<file path="config.mk">
export PLATFORM = sky130hd
export DESIGN_NAME = pamux_top
export DESIGN_NICKNAME = d
export VERILOG_FILES = /design/src/include/pamux_pkg.sv /design/src/core/pamux_pin_cell.sv /design/src/core/pamux_top.sv
export SDC_FILE = /design/constraint.sdc
export NUM_CORES = 1
export LEC_CHECK = 0
export ABC_AREA = 1
export BUFFER_PORTS_ARGS = -buffer_cell sky130_fd_sc_hd__buf_2
export CAP_MARGIN = 20
export CORE_MARGIN = 2
export CORE_UTILIZATION = 43
export CTS_CLUSTER_DIAMETER = 40
export DETAILED_ROUTE_END_ITERATION = 12
export GPL_ROUTABILITY_DRIVEN = 0
export HOLD_SLACK_MARGIN = 0.02
export PLACE_DENSITY = 0.81
export SLEW_MARGIN = 20
export SYNTH_ARGS = -nofsm -noshare
export SYNTH_HDL_FRONTEND = slang
export SYNTH_SLANG_ARGS = --single-unit
export TNS_END_PERCENT = 1
</file>
<file path="constraint.sdc">
create_clock -name sys_clk -period 1.6 [get_ports sys_clk]
set_input_delay 0.48 -clock sys_clk [delete_from_list [all_inputs] [get_ports sys_clk]]
set_output_delay 0.48 -clock sys_clk [all_outputs]
set_load 0.03 [all_outputs]
</file>
<file path="src/include/pamux_pkg.sv">
// shared types and constants for the port a low pin multiplexer
`default_nettype none
package pamux_pkg;
    localparam int PAMUX_NUM_PINS = 3;

    // per-pin function code; unassigned is the reduced variant's reset state
    typedef enum logic [1:0] {
        PAMUX_FN_NONE   = 2'h0,
        PAMUX_FN_PULSE  = 2'h1,
        PAMUX_FN_SERIAL = 2'h2,
        PAMUX_FN_GPIO   = 2'h3
    } pamux_fn_t;

    localparam pamux_fn_t PAMUX_FN_RESET_FULL    = PAMUX_FN_PULSE;
    localparam pamux_fn_t PAMUX_FN_RESET_REDUCED = PAMUX_FN_NONE;

    // pin numbers within the group
    localparam int PAMUX_PIN_SS   = 1;
    localparam int PAMUX_PIN_DOUT = 2;

    // one pad: output value, output enable (low = driving)
    typedef struct packed {
        logic out;
        logic oe_n;
    } pamux_pad_drive_t;

    // serial port data-out request from the serial block
    typedef struct packed {
        logic slave_mode;
        logic data;
    } pamux_serial_out_t;
endpackage : pamux_pkg
`default_nettype wire

</file>
<file path="src/core/pamux_pin_cell.sv">
// one shared pin: function selection and pad drive
`timescale 1ns/1ps
`default_nettype none
module pamux_pin_cell (
    input  wire logic               sys_clk,
    input  wire logic               srst,
    input  wire pamux_pkg::pamux_fn_t reset_fn,
    input  wire pamux_pkg::pamux_fn_t fn_sel,
    input  wire logic               fn_load,
    input  wire logic               pulse_out,
    input  wire logic               serial_drive,
    input  wire logic               serial_out,
    input  wire logic               gpio_out,
    input  wire logic               gpio_dir_out,
    output var  pamux_pkg::pamux_fn_t fn_reg,
    output var  pamux_pkg::pamux_pad_drive_t pad_reg
);
    pamux_pkg::pamux_pad_drive_t pad_next;

    // function register; reset value chosen by variant
    always_ff @(posedge sys_clk) begin
        if (srst) begin
            fn_reg <= reset_fn;
        end else if (fn_load) begin
            fn_reg <= fn_sel;
        end
    end

    // only the selected function reaches the pad
    always_comb begin
        pad_next = '{out: 1'b0, oe_n: 1'b1};
        unique case (fn_reg)
            pamux_pkg::PAMUX_FN_NONE: begin
                pad_next = '{out: 1'b0, oe_n: 1'b1};
            end
            pamux_pkg::PAMUX_FN_PULSE: begin
                pad_next = '{out: pulse_out, oe_n: 1'b0};
            end
            pamux_pkg::PAMUX_FN_SERIAL: begin
                pad_next = '{out: serial_out, oe_n: ~serial_drive};
            end
            pamux_pkg::PAMUX_FN_GPIO: begin
                pad_next = '{out: gpio_out, oe_n: ~gpio_dir_out};
            end
        endcase
    end

    // pad disabled during reset
    always_ff @(posedge sys_clk) begin
        if (srst) begin
            pad_reg <= '{out: 1'b0, oe_n: 1'b1};
        end else begin
            pad_reg <= pad_next;
        end
    end
endmodule : pamux_pin_cell
`default_nettype wire

</file>
<file path="src/core/pamux_top.sv">
// port a low pin multiplexer: three shared pins
// Overview of operation
// On the full variant each pin comes out of reset routing its pulse-width channel.
// On the reduced variant each pin comes out of reset unassigned and undriven.
// In port mode each pin's direction is set on its own by software.
// Pin 1 offers the serial port slave select input as an alternate function.
// Pin 2 offers the serial data line: input in master mode, output in slave mode.
// As an unselected slave the data-out line is released to high impedance.
// The slave presents each bit half a serial clock before the master latches it.
// A per-pin selection picks the function; only it drives the pad.
`timescale 1ns/1ps
`default_nettype none
module pamux_top #(
    parameter bit FULL_VARIANT = 1'b1,
    parameter int NUM_PINS     = pamux_pkg::PAMUX_NUM_PINS
) (
    input  wire logic                       sys_clk,
    input  wire logic                       srst,
    input  wire logic [1:0]                 fn_sel [NUM_PINS],
    input  wire logic [NUM_PINS-1:0]        fn_load,
    input  wire logic [NUM_PINS-1:0]        motor_pulse_ch,
    input  wire logic [NUM_PINS-1:0]        port_a_out,
    input  wire logic [NUM_PINS-1:0]        port_a_dir_out,
    input  wire pamux_pkg::pamux_serial_out_t serial2_tx,
    input  wire logic [NUM_PINS-1:0]        pad_in,
    output logic      [NUM_PINS-1:0]        pad_out,
    output logic      [NUM_PINS-1:0]        pad_oe_n,
    output logic      [NUM_PINS-1:0]        port_a_in,
    output logic                            serial2_slave_select_n,
    output logic                            serial2_master_data_in,
    output logic      [2*NUM_PINS-1:0]      fn_state
);
    localparam pamux_pkg::pamux_fn_t RESET_FN =
        FULL_VARIANT ? pamux_pkg::PAMUX_FN_RESET_FULL : pamux_pkg::PAMUX_FN_RESET_REDUCED;

    pamux_pkg::pamux_fn_t        fn_cur [NUM_PINS];
    pamux_pkg::pamux_pad_drive_t pad_cur [NUM_PINS];
    logic                        ss_sel;
    logic                        dout_sel;
    logic                        slave_drive;
    logic                        slave_data_reg;

    // one decode shared by the select, data and port input paths
    function automatic logic fn_is(
        input pamux_pkg::pamux_fn_t fn,
        input pamux_pkg::pamux_fn_t code
    );
        return fn == code;
    endfunction : fn_is

    assign ss_sel   = fn_is(fn_cur[pamux_pkg::PAMUX_PIN_SS], pamux_pkg::PAMUX_FN_SERIAL);
    assign dout_sel = fn_is(fn_cur[pamux_pkg::PAMUX_PIN_DOUT], pamux_pkg::PAMUX_FN_SERIAL);

    // drive only as a selected slave; release when deselected
    assign slave_drive = serial2_tx.slave_mode && ss_sel
                         && !serial2_slave_select_n;

    // serial block shifts on the leading edge; this stage adds one fixed cycle
    always_ff @(posedge sys_clk) begin
        if (srst) begin
            slave_data_reg <= 1'b0;
        end else begin
            slave_data_reg <= serial2_tx.data;
        end
    end

    for (genvar i = 0; i < NUM_PINS; i++) begin : g_pin
        logic [1:0] fn_raw;
        assign fn_raw = fn_sel[i];
        pamux_pin_cell u_cell (
            .sys_clk      (sys_clk),
            .srst         (srst),
            .reset_fn     (RESET_FN),
            .fn_sel       (pamux_pkg::pamux_fn_t'(fn_raw)),
            .fn_load      (fn_load[i]),
            .pulse_out    (motor_pulse_ch[i]),
            .serial_drive ((i == pamux_pkg::PAMUX_PIN_DOUT) ? slave_drive : 1'b0),
            .serial_out   ((i == pamux_pkg::PAMUX_PIN_DOUT) ? slave_data_reg : 1'b0),
            .gpio_out     (port_a_out[i]),
            .gpio_dir_out (port_a_dir_out[i]),
            .fn_reg       (fn_cur[i]),
            .pad_reg      (pad_cur[i])
        );
    end

    // one process drives every bit, so each output variable has a single driver
    always_comb begin
        for (int i = 0; i < NUM_PINS; i++) begin
            pad_out[i]         = pad_cur[i].out;
            pad_oe_n[i]        = pad_cur[i].oe_n;
            fn_state[2*i +: 2] = fn_cur[i];
        end
    end

    // gpio inputs read the pad only when the pin is a port bit
    always_ff @(posedge sys_clk) begin
        for (int i = 0; i < NUM_PINS; i++) begin
            if (srst) begin
                port_a_in[i] <= 1'b0;
            end else begin
                port_a_in[i] <= fn_is(fn_cur[i], pamux_pkg::PAMUX_FN_GPIO) ? pad_in[i] : 1'b0;
            end
        end
    end

    // slave select deasserted unless pin 1 carries it
    always_ff @(posedge sys_clk) begin
        if (srst) begin
            serial2_slave_select_n <= 1'b1;
        end else begin
            serial2_slave_select_n <= ss_sel ? pad_in[pamux_pkg::PAMUX_PIN_SS] : 1'b1;
        end
    end

    // master-mode data input from pin 2
    always_ff @(posedge sys_clk) begin
        if (srst) begin
            serial2_master_data_in <= 1'b0;
        end else begin
            serial2_master_data_in <= (dout_sel && !serial2_tx.slave_mode)
                                      ? pad_in[pamux_pkg::PAMUX_PIN_DOUT] : 1'b0;
        end
    end
endmodule : pamux_top
`default_nettype wire

</file>
# --- Word-level counts from Yosys, hierarchy flattened ---
# Index checks and enable logic that the tools add are counted.
totals:
  ff_bits: 18
  out_inout_bits: 17
classes:
  reduce_logical: 15
  mux: 3
  bitwise_logic: 9
  n_eq_ne: 9
ops:
  columns: ["op", "n"]
  rows:
  - ["$reduce_or 2->1", 7]
  - ["$eq 2x2->1 const B", 6]
  - ["$pmux 2 s3", 2]
  - ["$not 1->1", 9]
  - ["$pmux 2 s4", 1]
  - ["$eq 2x1->1 const B", 3]
  - ["$logic_not 2->1", 3]
  - ["$logic_and 1x1->1", 3]
  - ["$logic_not 1->1", 2]

# --- Longest topological paths before layout ---
# Gate-level depths: netlist (run 1).
logic_depth:
  depth_word: 5
  mapped_depth: 6
  mapped_depth_nobuf: 5

# --- By module ---
# Synthesis (run 1) repeated with hierarchy kept, for this count alone.
hier_totals:
  cells_unflattened: 87
  hier_area_um2: 795.8
by_module_without_submodules:
  columns: ["module", "area_per_inst_um2", "cells_each", "n_inst", "seq_area_each_um2"]
  rows:
  - ["pamux_pin_cell", 191.4, 19, 3, 100.1]
  - ["pamux_top", 221.5, 30, 1, 120.1]

# --- Worst setup path before layout (run 1) ---
# OpenSTA, ideal clock, no wires.
synth_timing:
  path_type: "flip-flop to output port"
  from: "reg g_pin[2].u_cell.fn_reg[0]"
  to: "out fn_state[4]"
  arrival_time_ns: 0.552
  slack_ns: 0.568
  path_stages_with_launch: 1
  cell_sequence: "dfxtp_1"
synth_lines:
  columns: ["element", "line_no", "text"]
  rows:
  - ["start, declared", "pamux_pin_cell.sv:15", "output var pamux_pkg::pamux_fn_t fn_reg,"]
  - ["start signal, assigned", "pamux_pin_cell.sv:23", "fn_reg <= reset_fn;"]
  - ["start signal, assigned", "pamux_pin_cell.sv:25", "fn_reg <= fn_sel;"]
  - ["end, declared", "pamux_top.sv:31", "output logic [2*NUM_PINS-1:0] fn_state"]
# No word-level cell between the ends.

# --- Worst setup path after layout (run 1) ---
layout_timing:
  from: "reg g_pin[2].u_cell.fn_reg[1]"
  to: "out fn_state[5]"
# No word-level cell between the ends.

==> summary.md, run 1 <==
| Metric | Value |
|---|---|
| Mapped Avg Cell Area | 8.24 sq um |
| Most common cell after layout, fill and taps aside | buf_2 |
| Critical Path End Type | primary output |
| Fin nets | 150 |
| Detailed Route WL | 1.29 mm |
| Row count | 14 |
| Reg clk slew, reported paths | approximately 0.09 ns |
| DP Worst Slack | 0.452 ns |
| Final WS setup | 0.182 ns |
| RSZ-0062 raised after global routing | false |
| Port Buffers | 41 |
| Hold Fails Final Rpt | 0 |
| Root Driver | clkbuf_4 |
| Pwr dens | approximately 950 mW/mm^2 |
| Peak supply drop | 498 uV |
| Mapped Area | 659 sq um |
| Slowest cell on crit path | dfxtp_1 |
| Detailed router's first-iteration violation count | 0 |
| Grt peak-use layer | met2 |
| Setup TNS | 0 ns |
| Final ANT Viol Nets | 0 |
| CTS buffer count | 3 |
| Met1 Use GR | 19.5% |
| Die width | 43.2 microns |
| GRT Total Usage | 14.9% |
| CP required | about 1.1 ns |
| YS warnings | 0 |
| Hold buffers post-CTS | 0 |
| M2 GR Usage | 23.3% |
| Initial Util | 44.8% |
| Number of placed cells counting well taps | approximately 140 |
| Crit-path leading delay family | flip-flops |
| Crit path cell chain | buf_2 |
| Layout Cells excl Fill | roughly 140 |
| Ant diodes | 0 |
| DRC errors left | 0 |
| Critical path class | reg -> out |
| Vias in the first global route | 538 |
| Wire per inst | 9.31 microns |
| Via/cell ratio | 4.53 |
| Worst clock skew | 0.00450 ns |
| Worst path max stage delay | between 0.4 and 0.5 ns |
| Worst-path fanout max | 6 |
| Met3 Use GR | 2.98% |
| HPWL after detailed placement | 1.09 mm |
| Post-Syn Instances | 80 |
| Hold slack | 0.359 ns |
| Syn Nets | around 110 |
| Total power | 852 uW |
| Maxcap violations | 0 |
| Data arrival, critical path | 0.94 ns |
| Leak | between 0.0004 and 0.0005 uW |
| Setup repair bufs after CTS | 0 |
| CTS tree | built |
| Final Setup Violations | 0 |
| Clock tree buffer depth | 2 |
| Share of cells above drive strength 1 | a little under half |
| Post-CTS sizing | 0 |
| H-Tree Level Count | 1 |
| CP Launch Type | register |
| I/O pin count | 42 |
| Netlist cell types | 15 |
| Largest net degree at the start of global routing | 11 |
| Commonest cells after routing, fill and taps aside | buf_2 (41), dfxtp_1 (18), nor2_1 (12) |
| Die Y-Extent | 43.2 microns |
| CP bufs+invs | 1 |
| Slew @ Worst Pin | 0.222 ns |
| Initial antenna violation count | 0 |
| Synthesis-to-layout area growth | 35.9% |
| Global route overflow | 0 |
| Final period utilization | 88.6% |
| Via count | 629 |
| Outcome | complete, no violations |
| Clock tree sinks | 18 |
| Slew HR | 85.2% |
| Global-route wire length before repair | approximately 2.1 mm |
| Core ar. | between 0.001 and 0.0015 sq mm |
| #FFs+latches synth | 18 |
| Die area | 0.00186 sq mm |
| Worst-Skew Late Latency | 0.28 ns |
| Max-slew violations | 0 |
| Post-synthesis sequential area ratio | 54.6% |
| Minimum clock period | between 1 and 1.5 ns |
| First-pass DRT Iterations | 1 |
| Hold Path Class | in -> reg |
| Peak Freq | 705 MHz |
[layer usage]
metal | part of all wire (%) | wire [microns] | vias to the layer above
met5 | 0 | 0 | -
met4 | 0.62 | 8 | 0
met3 | 8.4 | 109 | 2
met2 | 50 | 649 | 28
met1 | 41 | 527 | 264
li1 | - | - | 335
[synthesized netlist by cell type, drive strengths merged]
cell	number	area (sq um)
dfxtp	18	360
nor2	15	68.8
inv	14	52.6
nand2	11	41.3
a21oi	8	47.6
o21ai	6	30.0
nand3	5	25.0
buf	1	11.3
nor3	1	10.0
nor3b	1	12.5
[logic make-up (layout without fill, tap and decap cells)]
group                  after synthesis  count (layout)  synth area share (%)
flip-flops                          18              18                  54.6
buffers and inverters               15              58                  9.68
AND/OR/NAND/NOR                     33              33                  23.9
AO/OA/AOI/OAI                       14              14                  11.8
[cell type report]
cell class | count | area (sq um)
fill | 157 | 576
sequential | 18 | 360
multi-input combinational | 47 | 235
timing repair buffer | 41 | 205
inverter | 14 | 52.6
clock buffer | 3 | 22.5
tap | 16 | 20.0
[metrics by stage]
stage	area [sq um]	util, %
global placement	873	59.4
floorplan	659	-
finish	896	60.9
detailed placement	873	59.4
CTS	896	60.9
global route	896	60.9
[worst paths after layout]
kind / from / to / slack (ns) / depth (start not counted)
setup / recovery: g_pin[2].u_cell.fn_reg[1]$_SDFFE_PP0P_ / fn_state[5] / 0.18 / 1
hold / removal: port_a_dir_out[1] / g_pin[1].u_cell.pad_reg[0]$_SDFF_PP1_ / 0.36 / 2
setup reg to reg: g_pin[1].u_cell.fn_reg[1]$_SDFFE_PP0P_ / g_pin[2].u_cell.pad_reg[0]$_SDFF_PP1_ / 0.73 / 5
hold reg to reg: g_pin[1].u_cell.fn_reg[1]$_SDFFE_PP0P_ / g_pin[1].u_cell.pad_reg[1]$_SDFF_PP0_ / 0.49 / 2
[report_power, final]
part	internal, uW	switching [uW]
clock	87.2	123
sequential	472	12.4
combinational	56.1	101
total	615	236
Power figures use the tool's default switching activity.
==> run 2, diff against run 1 <==
- CORE_MARGIN: 2 -> 8
- CORE_UTILIZATION: 43 -> 40
- PLACE_DENSITY: 0.81 -> 0.76
- clock period: 1.6 -> 1.37 ns (I/O delays scaled with it)
==> summary.md, run 2 (synthesis results as in run 1) <==
| Metric | Value |
|---|---|
| RSZ-0062 raised after global routing | false |
| Via count | 632 |
| Slew @ Worst Pin | roughly 0.22 ns |
| Final ANT Viol Nets | 0 |
| Share of cells above drive strength 1 | 49.2% |
| Worst path max stage delay | 0.37 ns |
| Commonest cells after routing, fill and taps aside | buf_2 (38), dfxtp_1 (15), nor2_1 (12) |
| Worst clock skew | 0.000811 ns |
| Peak Freq | 784 MHz |
| Initial Util | 43.3% |
| Hold Fails Final Rpt | 0 |
| Outcome | complete, no violations |
| Die Y-Extent | around 57 microns |
| CP bufs+invs | 1 |
| Detailed router's first-iteration violation count | 1 |
| Worst-Skew Late Latency | 0.28 ns |
| Clock tree buffer depth | 2 |
| Via/cell ratio | between 4 and 5 |
| First-pass DRT Iterations | 3 |
| Core ar. | 0.00152 sq mm |
| Die area | 0.00320 sq mm |
| Maxcap violations | 0 |
| Hold buffers post-CTS | 0 |
| Global route overflow | 0 |
| H-Tree Level Count | 1 |
| Placed cell areas | 873 sq um |
| Setup TNS | 0 ns |
| Most common cell after layout, fill and taps aside | buf_2 |
| Synthesis-to-layout area growth | 39.7% |
| I/O pin count | 42 |
| Final Setup Violations | 0 |
| Storage cell area | 364 sq um |
| CTS tree | built |
| Pwr dens | about 1200 mW/mm^2 |
| Row count | 14 |
| Slowest cell on crit path | dfxtp_1 |
| Port Buffers | just over 40 |
| Setup repair bufs after CTS | 0 |
| Crit path cell chain | buf_2 |
| Final period utilization | between 90% and 100% |
| Hold Crit Start | port_a_dir_out[1] |
| Largest net degree at the start of global routing | 11 |
| Worst R2R Start | g_pin[1].u_cell.fn_reg[1]$_SDFFE_PP0P_ |
| Fin area | 921 sq um |
| Critical path class | reg -> out |
| GRT Total Usage | 9.39% |
| Crit-path leading delay family | flip-flops |
| Initial antenna violation count | 0 |
| Minimum clock period | 1.28 ns |
| Die width | about 57 microns |
| Fin nets | 150 |
| Hold Path Class | in -> reg |
| Ant diodes | 0 |
| Peak supply drop | 663 uV |
| Crit. Startpoint | g_pin[1].u_cell.fn_reg[1]$_SDFFE_PP0P_ |
| Vias in the first global route | about 640 |
| Final-layout fill cell count | 144 |
| CP Launch Type | register |
| DRC errors left | 0 |
| Slew HR | between 80% and 90% |
| Layout Cells excl Fill | 140 |
| CP required | 0.96 ns |
| CTS buffer count | 3 |
| Clock tree sinks | 18 |
| Detailed Route WL | 1.54 mm |
| Leak | 0.000491 uW |
| Global-route wire length before repair | between 2 and 3 mm |
| Wire per inst | 11.0 microns |
| Root Driver | clkbuf_4 |
| HPWL after detailed placement | ~1.3 mm |
| Multi-input gate area | 235 sq um |
| Reg clk slew, reported paths | 0.10 ns |
| Number of placed cells counting well taps | ~140 |
| Max-slew violations | 0 |
| Critical Path End Type | primary output |
| Data arrival, critical path | 0.86 ns |
| Worst-path fanout max | 3 |
## run 2: cell count changes in the layout (fill, tap and decap cells not counted)
cell,delta
clkbuf_4,+1
buf_4,+2
buf_2,-3
clkbuf_8,+1
dfxtp_1,-3
dfxtp_2,+3
## run 2: worst reg2reg max path: cells and delay by family, from the launching register on
kind	cells	cell delay [ns]
DFF	1	0.37
buffers and inverters	1	0.07
and+or+nand+nor	4	0.32
## run 2: worst paths after layout
path,slack (ns),end,cells past startpoint
setup / recovery,0.09,fn_state[3],1
hold / removal,0.28,g_pin[1].u_cell.pad_reg[0]$_SDFF_PP1_,2
setup reg to reg,0.52,g_pin[2].u_cell.pad_reg[0]$_SDFF_PP1_,5
hold reg to reg,0.47,port_a_in[0]$_SDFF_PP0_,2
## run 2: what timing repair did
action / in CTS / in global routing
resized for setup: 2 / 4
hold endpoints to repair: 0 / 0
setup endpoints to repair: 2 / 3
## run 2: metrics by stage
step           hold slack [ns]  worst slack [ns]  utilization, %  power, uW
2_1_floorplan            0.481             0.360               -        692
3_3_place_gp             0.469             0.329            57.3        761
3_5_place_dp             0.470             0.297            57.3        764
4_1_cts                  0.269            0.0242            60.0       1090
5_1_grt                  0.263            0.0471            60.4       1130
6_report                 0.278            0.0941            60.4       1080
## run 2: area by class of cell
cell class | instances | area share [%]
multi-input combinational | 47 | 25.5
tap | 16 | 2.17
inverter | 14 | 5.71
timing repair buffer | 41 | 23.1
clock buffer | 4 | 3.94
sequential | 18 | 39.5
## run 2: per-layer routing
layer / global-route usage [%] / wire, microns / vias up
met3: 3.82 / 132 / 2
li1: - / - / 336
met2: 15.7 / 728 / 25
met4: 4.47 / 7 / 0
met5: 0 / 0 / -
met1: 9.94 / 674 / 269
## run 2: power by group
part | switching [uW] | total (uW) | internal [uW]
Clock | 164 | 325 | 162
Combinational | 119 | 187 | 68.4
Sequential | 14.2 | 567 | 553
Total | 296 | 1080 | 783
==> run 3, diff against run 2 <==
- REMOVE_ABC_BUFFERS: not set -> 1
==> summary.md, run 3 (synthesis results as in run 1) <==
| Metric | Value |
|---|---|
| Maxcap violations | 0 |
| Most common cell after layout, fill and taps aside | buf_2 |
| RSZ-0062 raised after global routing | false |
| GRT Total Usage | 9.62% |
| Clock tree buffer depth | 2 |
| Met3 Use GR | 4.49% |
| Setup TNS | 0 ns |
| Ant diodes | 0 |
| Hold buffers post-CTS | 0 |
| Initial Util | a little over two fifths |
| Hold Path Stages | 2 |
| Leak | slightly below 0.0005 uW |
| Reg2Reg Capture Point | g_pin[2].u_cell.pad_reg[0]$_SDFF_PP1_ |
| Crit-path leading delay family | flip-flops |
| Minimum clock period | 1.30 ns |
| Final period utilization | 95.0% |
| Share of cells above drive strength 1 | 48.4% |
| Root Driver | clkbuf_4 |
| Peak Freq | 769 MHz |
| Hold Path Class | in -> reg |
| Die width | roughly 57 microns |
| Slew @ Worst Pin | 0.210 ns |
| Met1 Use GR | 10.2% |
| Detailed router's first-iteration violation count | 8 |
| CTS tree | built |
| Setup repair bufs after CTS | 0 |
| I/O pin count | 42 |
| Global-route wire length before repair | 2.62 mm |
| Crit path cell chain | clkbuf_4 |
| Reg2reg path depth | 5 |
| Die area | 0.00320 sq mm |
| Critical path class | reg -> out |
| Synthesis-to-layout area growth | 39.1% |
| Fin area | approximately 920 sq um |
| Row count | 14 |
| Hold Path End | g_pin[1].u_cell.pad_reg[0]$_SDFF_PP1_ |
| Outcome | complete, no violations |
| Global route overflow | 0 |
| Final Setup Violations | 0 |
| CP Launch Type | register |
| Grt peak-use layer | met2 |
| Worst-path fanout max | 4 |
| Worst R2R Start | g_pin[1].u_cell.fn_reg[1]$_SDFFE_PP0P_ |
| Worst clock skew | 0.00203 ns |
| CP required | between 0.9 and 1 ns |
| Pwr dens | 1160 mW/mm^2 |
| HPWL after detailed placement | 1.33 mm |
| Clock tree sinks | 18 |
| Die Y-Extent | between 50 and 60 microns |
| Port Buffers | 41 |
| Core ar. | approximately 0.0015 sq mm |
| Largest net degree at the start of global routing | 11 |
| Critical Path End Type | primary output |
| Detailed Route WL | 1.53 mm |
| Peak supply drop | approximately 680 uV |
| Commonest cells after routing, fill and taps aside | buf_2 (39), dfxtp_1 (16), nor2_1 (12) |
| Reg clk slew, reported paths | 0.10 ns |
| Data arrival, critical path | between 0.8 and 0.9 ns |
| Slowest cell on crit path | dfxtp_1 |
| Placed cell areas | between 800 and 900 sq um |
| First-pass DRT Iterations | 2 |
| Via/cell ratio | 4.47 |
| Max-slew violations | 0 |
| R2r setup slk | between 0.5 and 0.6 ns |
| Worst path max stage delay | 0.40 ns |
| Hold Fails Final Rpt | 0 |
| Post-CTS sizing | 1 |
| H-Tree Level Count | 1 |
| Vias in the first global route | 646 |
| DRC errors left | 0 |
| Via count | 626 |
| Slew HR | between 80% and 90% |
| M2 GR Usage | 16.3% |
| Initial antenna violation count | 0 |
| CP bufs+invs | 1 |
| Hold Crit Start | port_a_dir_out[1] |
| Worst-Skew Late Latency | 0.28 ns |
| Wire per inst | 10.9 microns |
| Final ANT Viol Nets | 0 |
| Fin nets | 150 |
| CTS buffer count | 3 |
run 3: routing by layer:
metal / wire (microns) / vias to the layer above
met3: 145 / 2
li1: - / 334
met5: 0 / -
met4: 6 / 0
met2: 756 / 25
met1: 623 / 265
run 3: how the worst max path moves through the flow:
stage | endpoint | from | cells past startpoint
floorplan | g_pin[2].u_cell.pad_reg[0]$_SDFF_PP1_ | g_pin[1].u_cell.fn_reg[1]$_SDFFE_PP0P_ | 5
global placement | g_pin[2].u_cell.pad_reg[1]$_SDFF_PP0_ | srst | 6
detailed placement | fn_state[4] | g_pin[2].u_cell.fn_reg[0]$_SDFFE_PP1P_ | 1
CTS | fn_state[5] | g_pin[2].u_cell.fn_reg[1]$_SDFFE_PP0P_ | 1
global route | fn_state[1] | g_pin[0].u_cell.fn_reg[1]$_SDFFE_PP0P_ | 1
finish | fn_state[1] | g_pin[0].u_cell.fn_reg[1]$_SDFFE_PP0P_ | 1
run 3: where the power goes:
part	leakage (uW)	total (uW)	switching, uW	internal, uW
Combinational	0.000321	185	117	67.4
Clock	0.0000210	308	147	161
Sequential	0.000149	567	15.0	552
run 3: worst register-to-register path, delay by kind of cell, from the launching register on:
kind                   cells  cell delay [ns]
DFF                        1             0.37
and+or+nand+nor            4             0.31
buffers and inverters      1             0.08
run 3: cell type report:
cell class | instances | area [sq um]
Clock buffer | 4 | 36.3
Fill cell | 155 | 607
Inverter | 14 | 52.6
Multi-Input combinational cell | 47 | 235
Sequential cell | 18 | 363
Tap cell | 16 | 20.0
Timing Repair Buffer | 41 | 210
run 3: stage by stage:
stage / setup WS [ns] / hold slack, ns / instances / utilization (%) / power, uW
floorplan: 0.360 / 0.481 / 79 / - / 686
global placement: 0.329 / 0.469 / 136 / 57.3 / 760
detailed placement: 0.314 / 0.472 / 136 / 57.3 / 764
CTS: 0.00422 / 0.279 / 140 / 59.9 / 1080
global route: 0.00202 / 0.276 / 140 / 60.2 / 1130
finish: 0.0688 / 0.288 / 140 / 60.2 / 1060
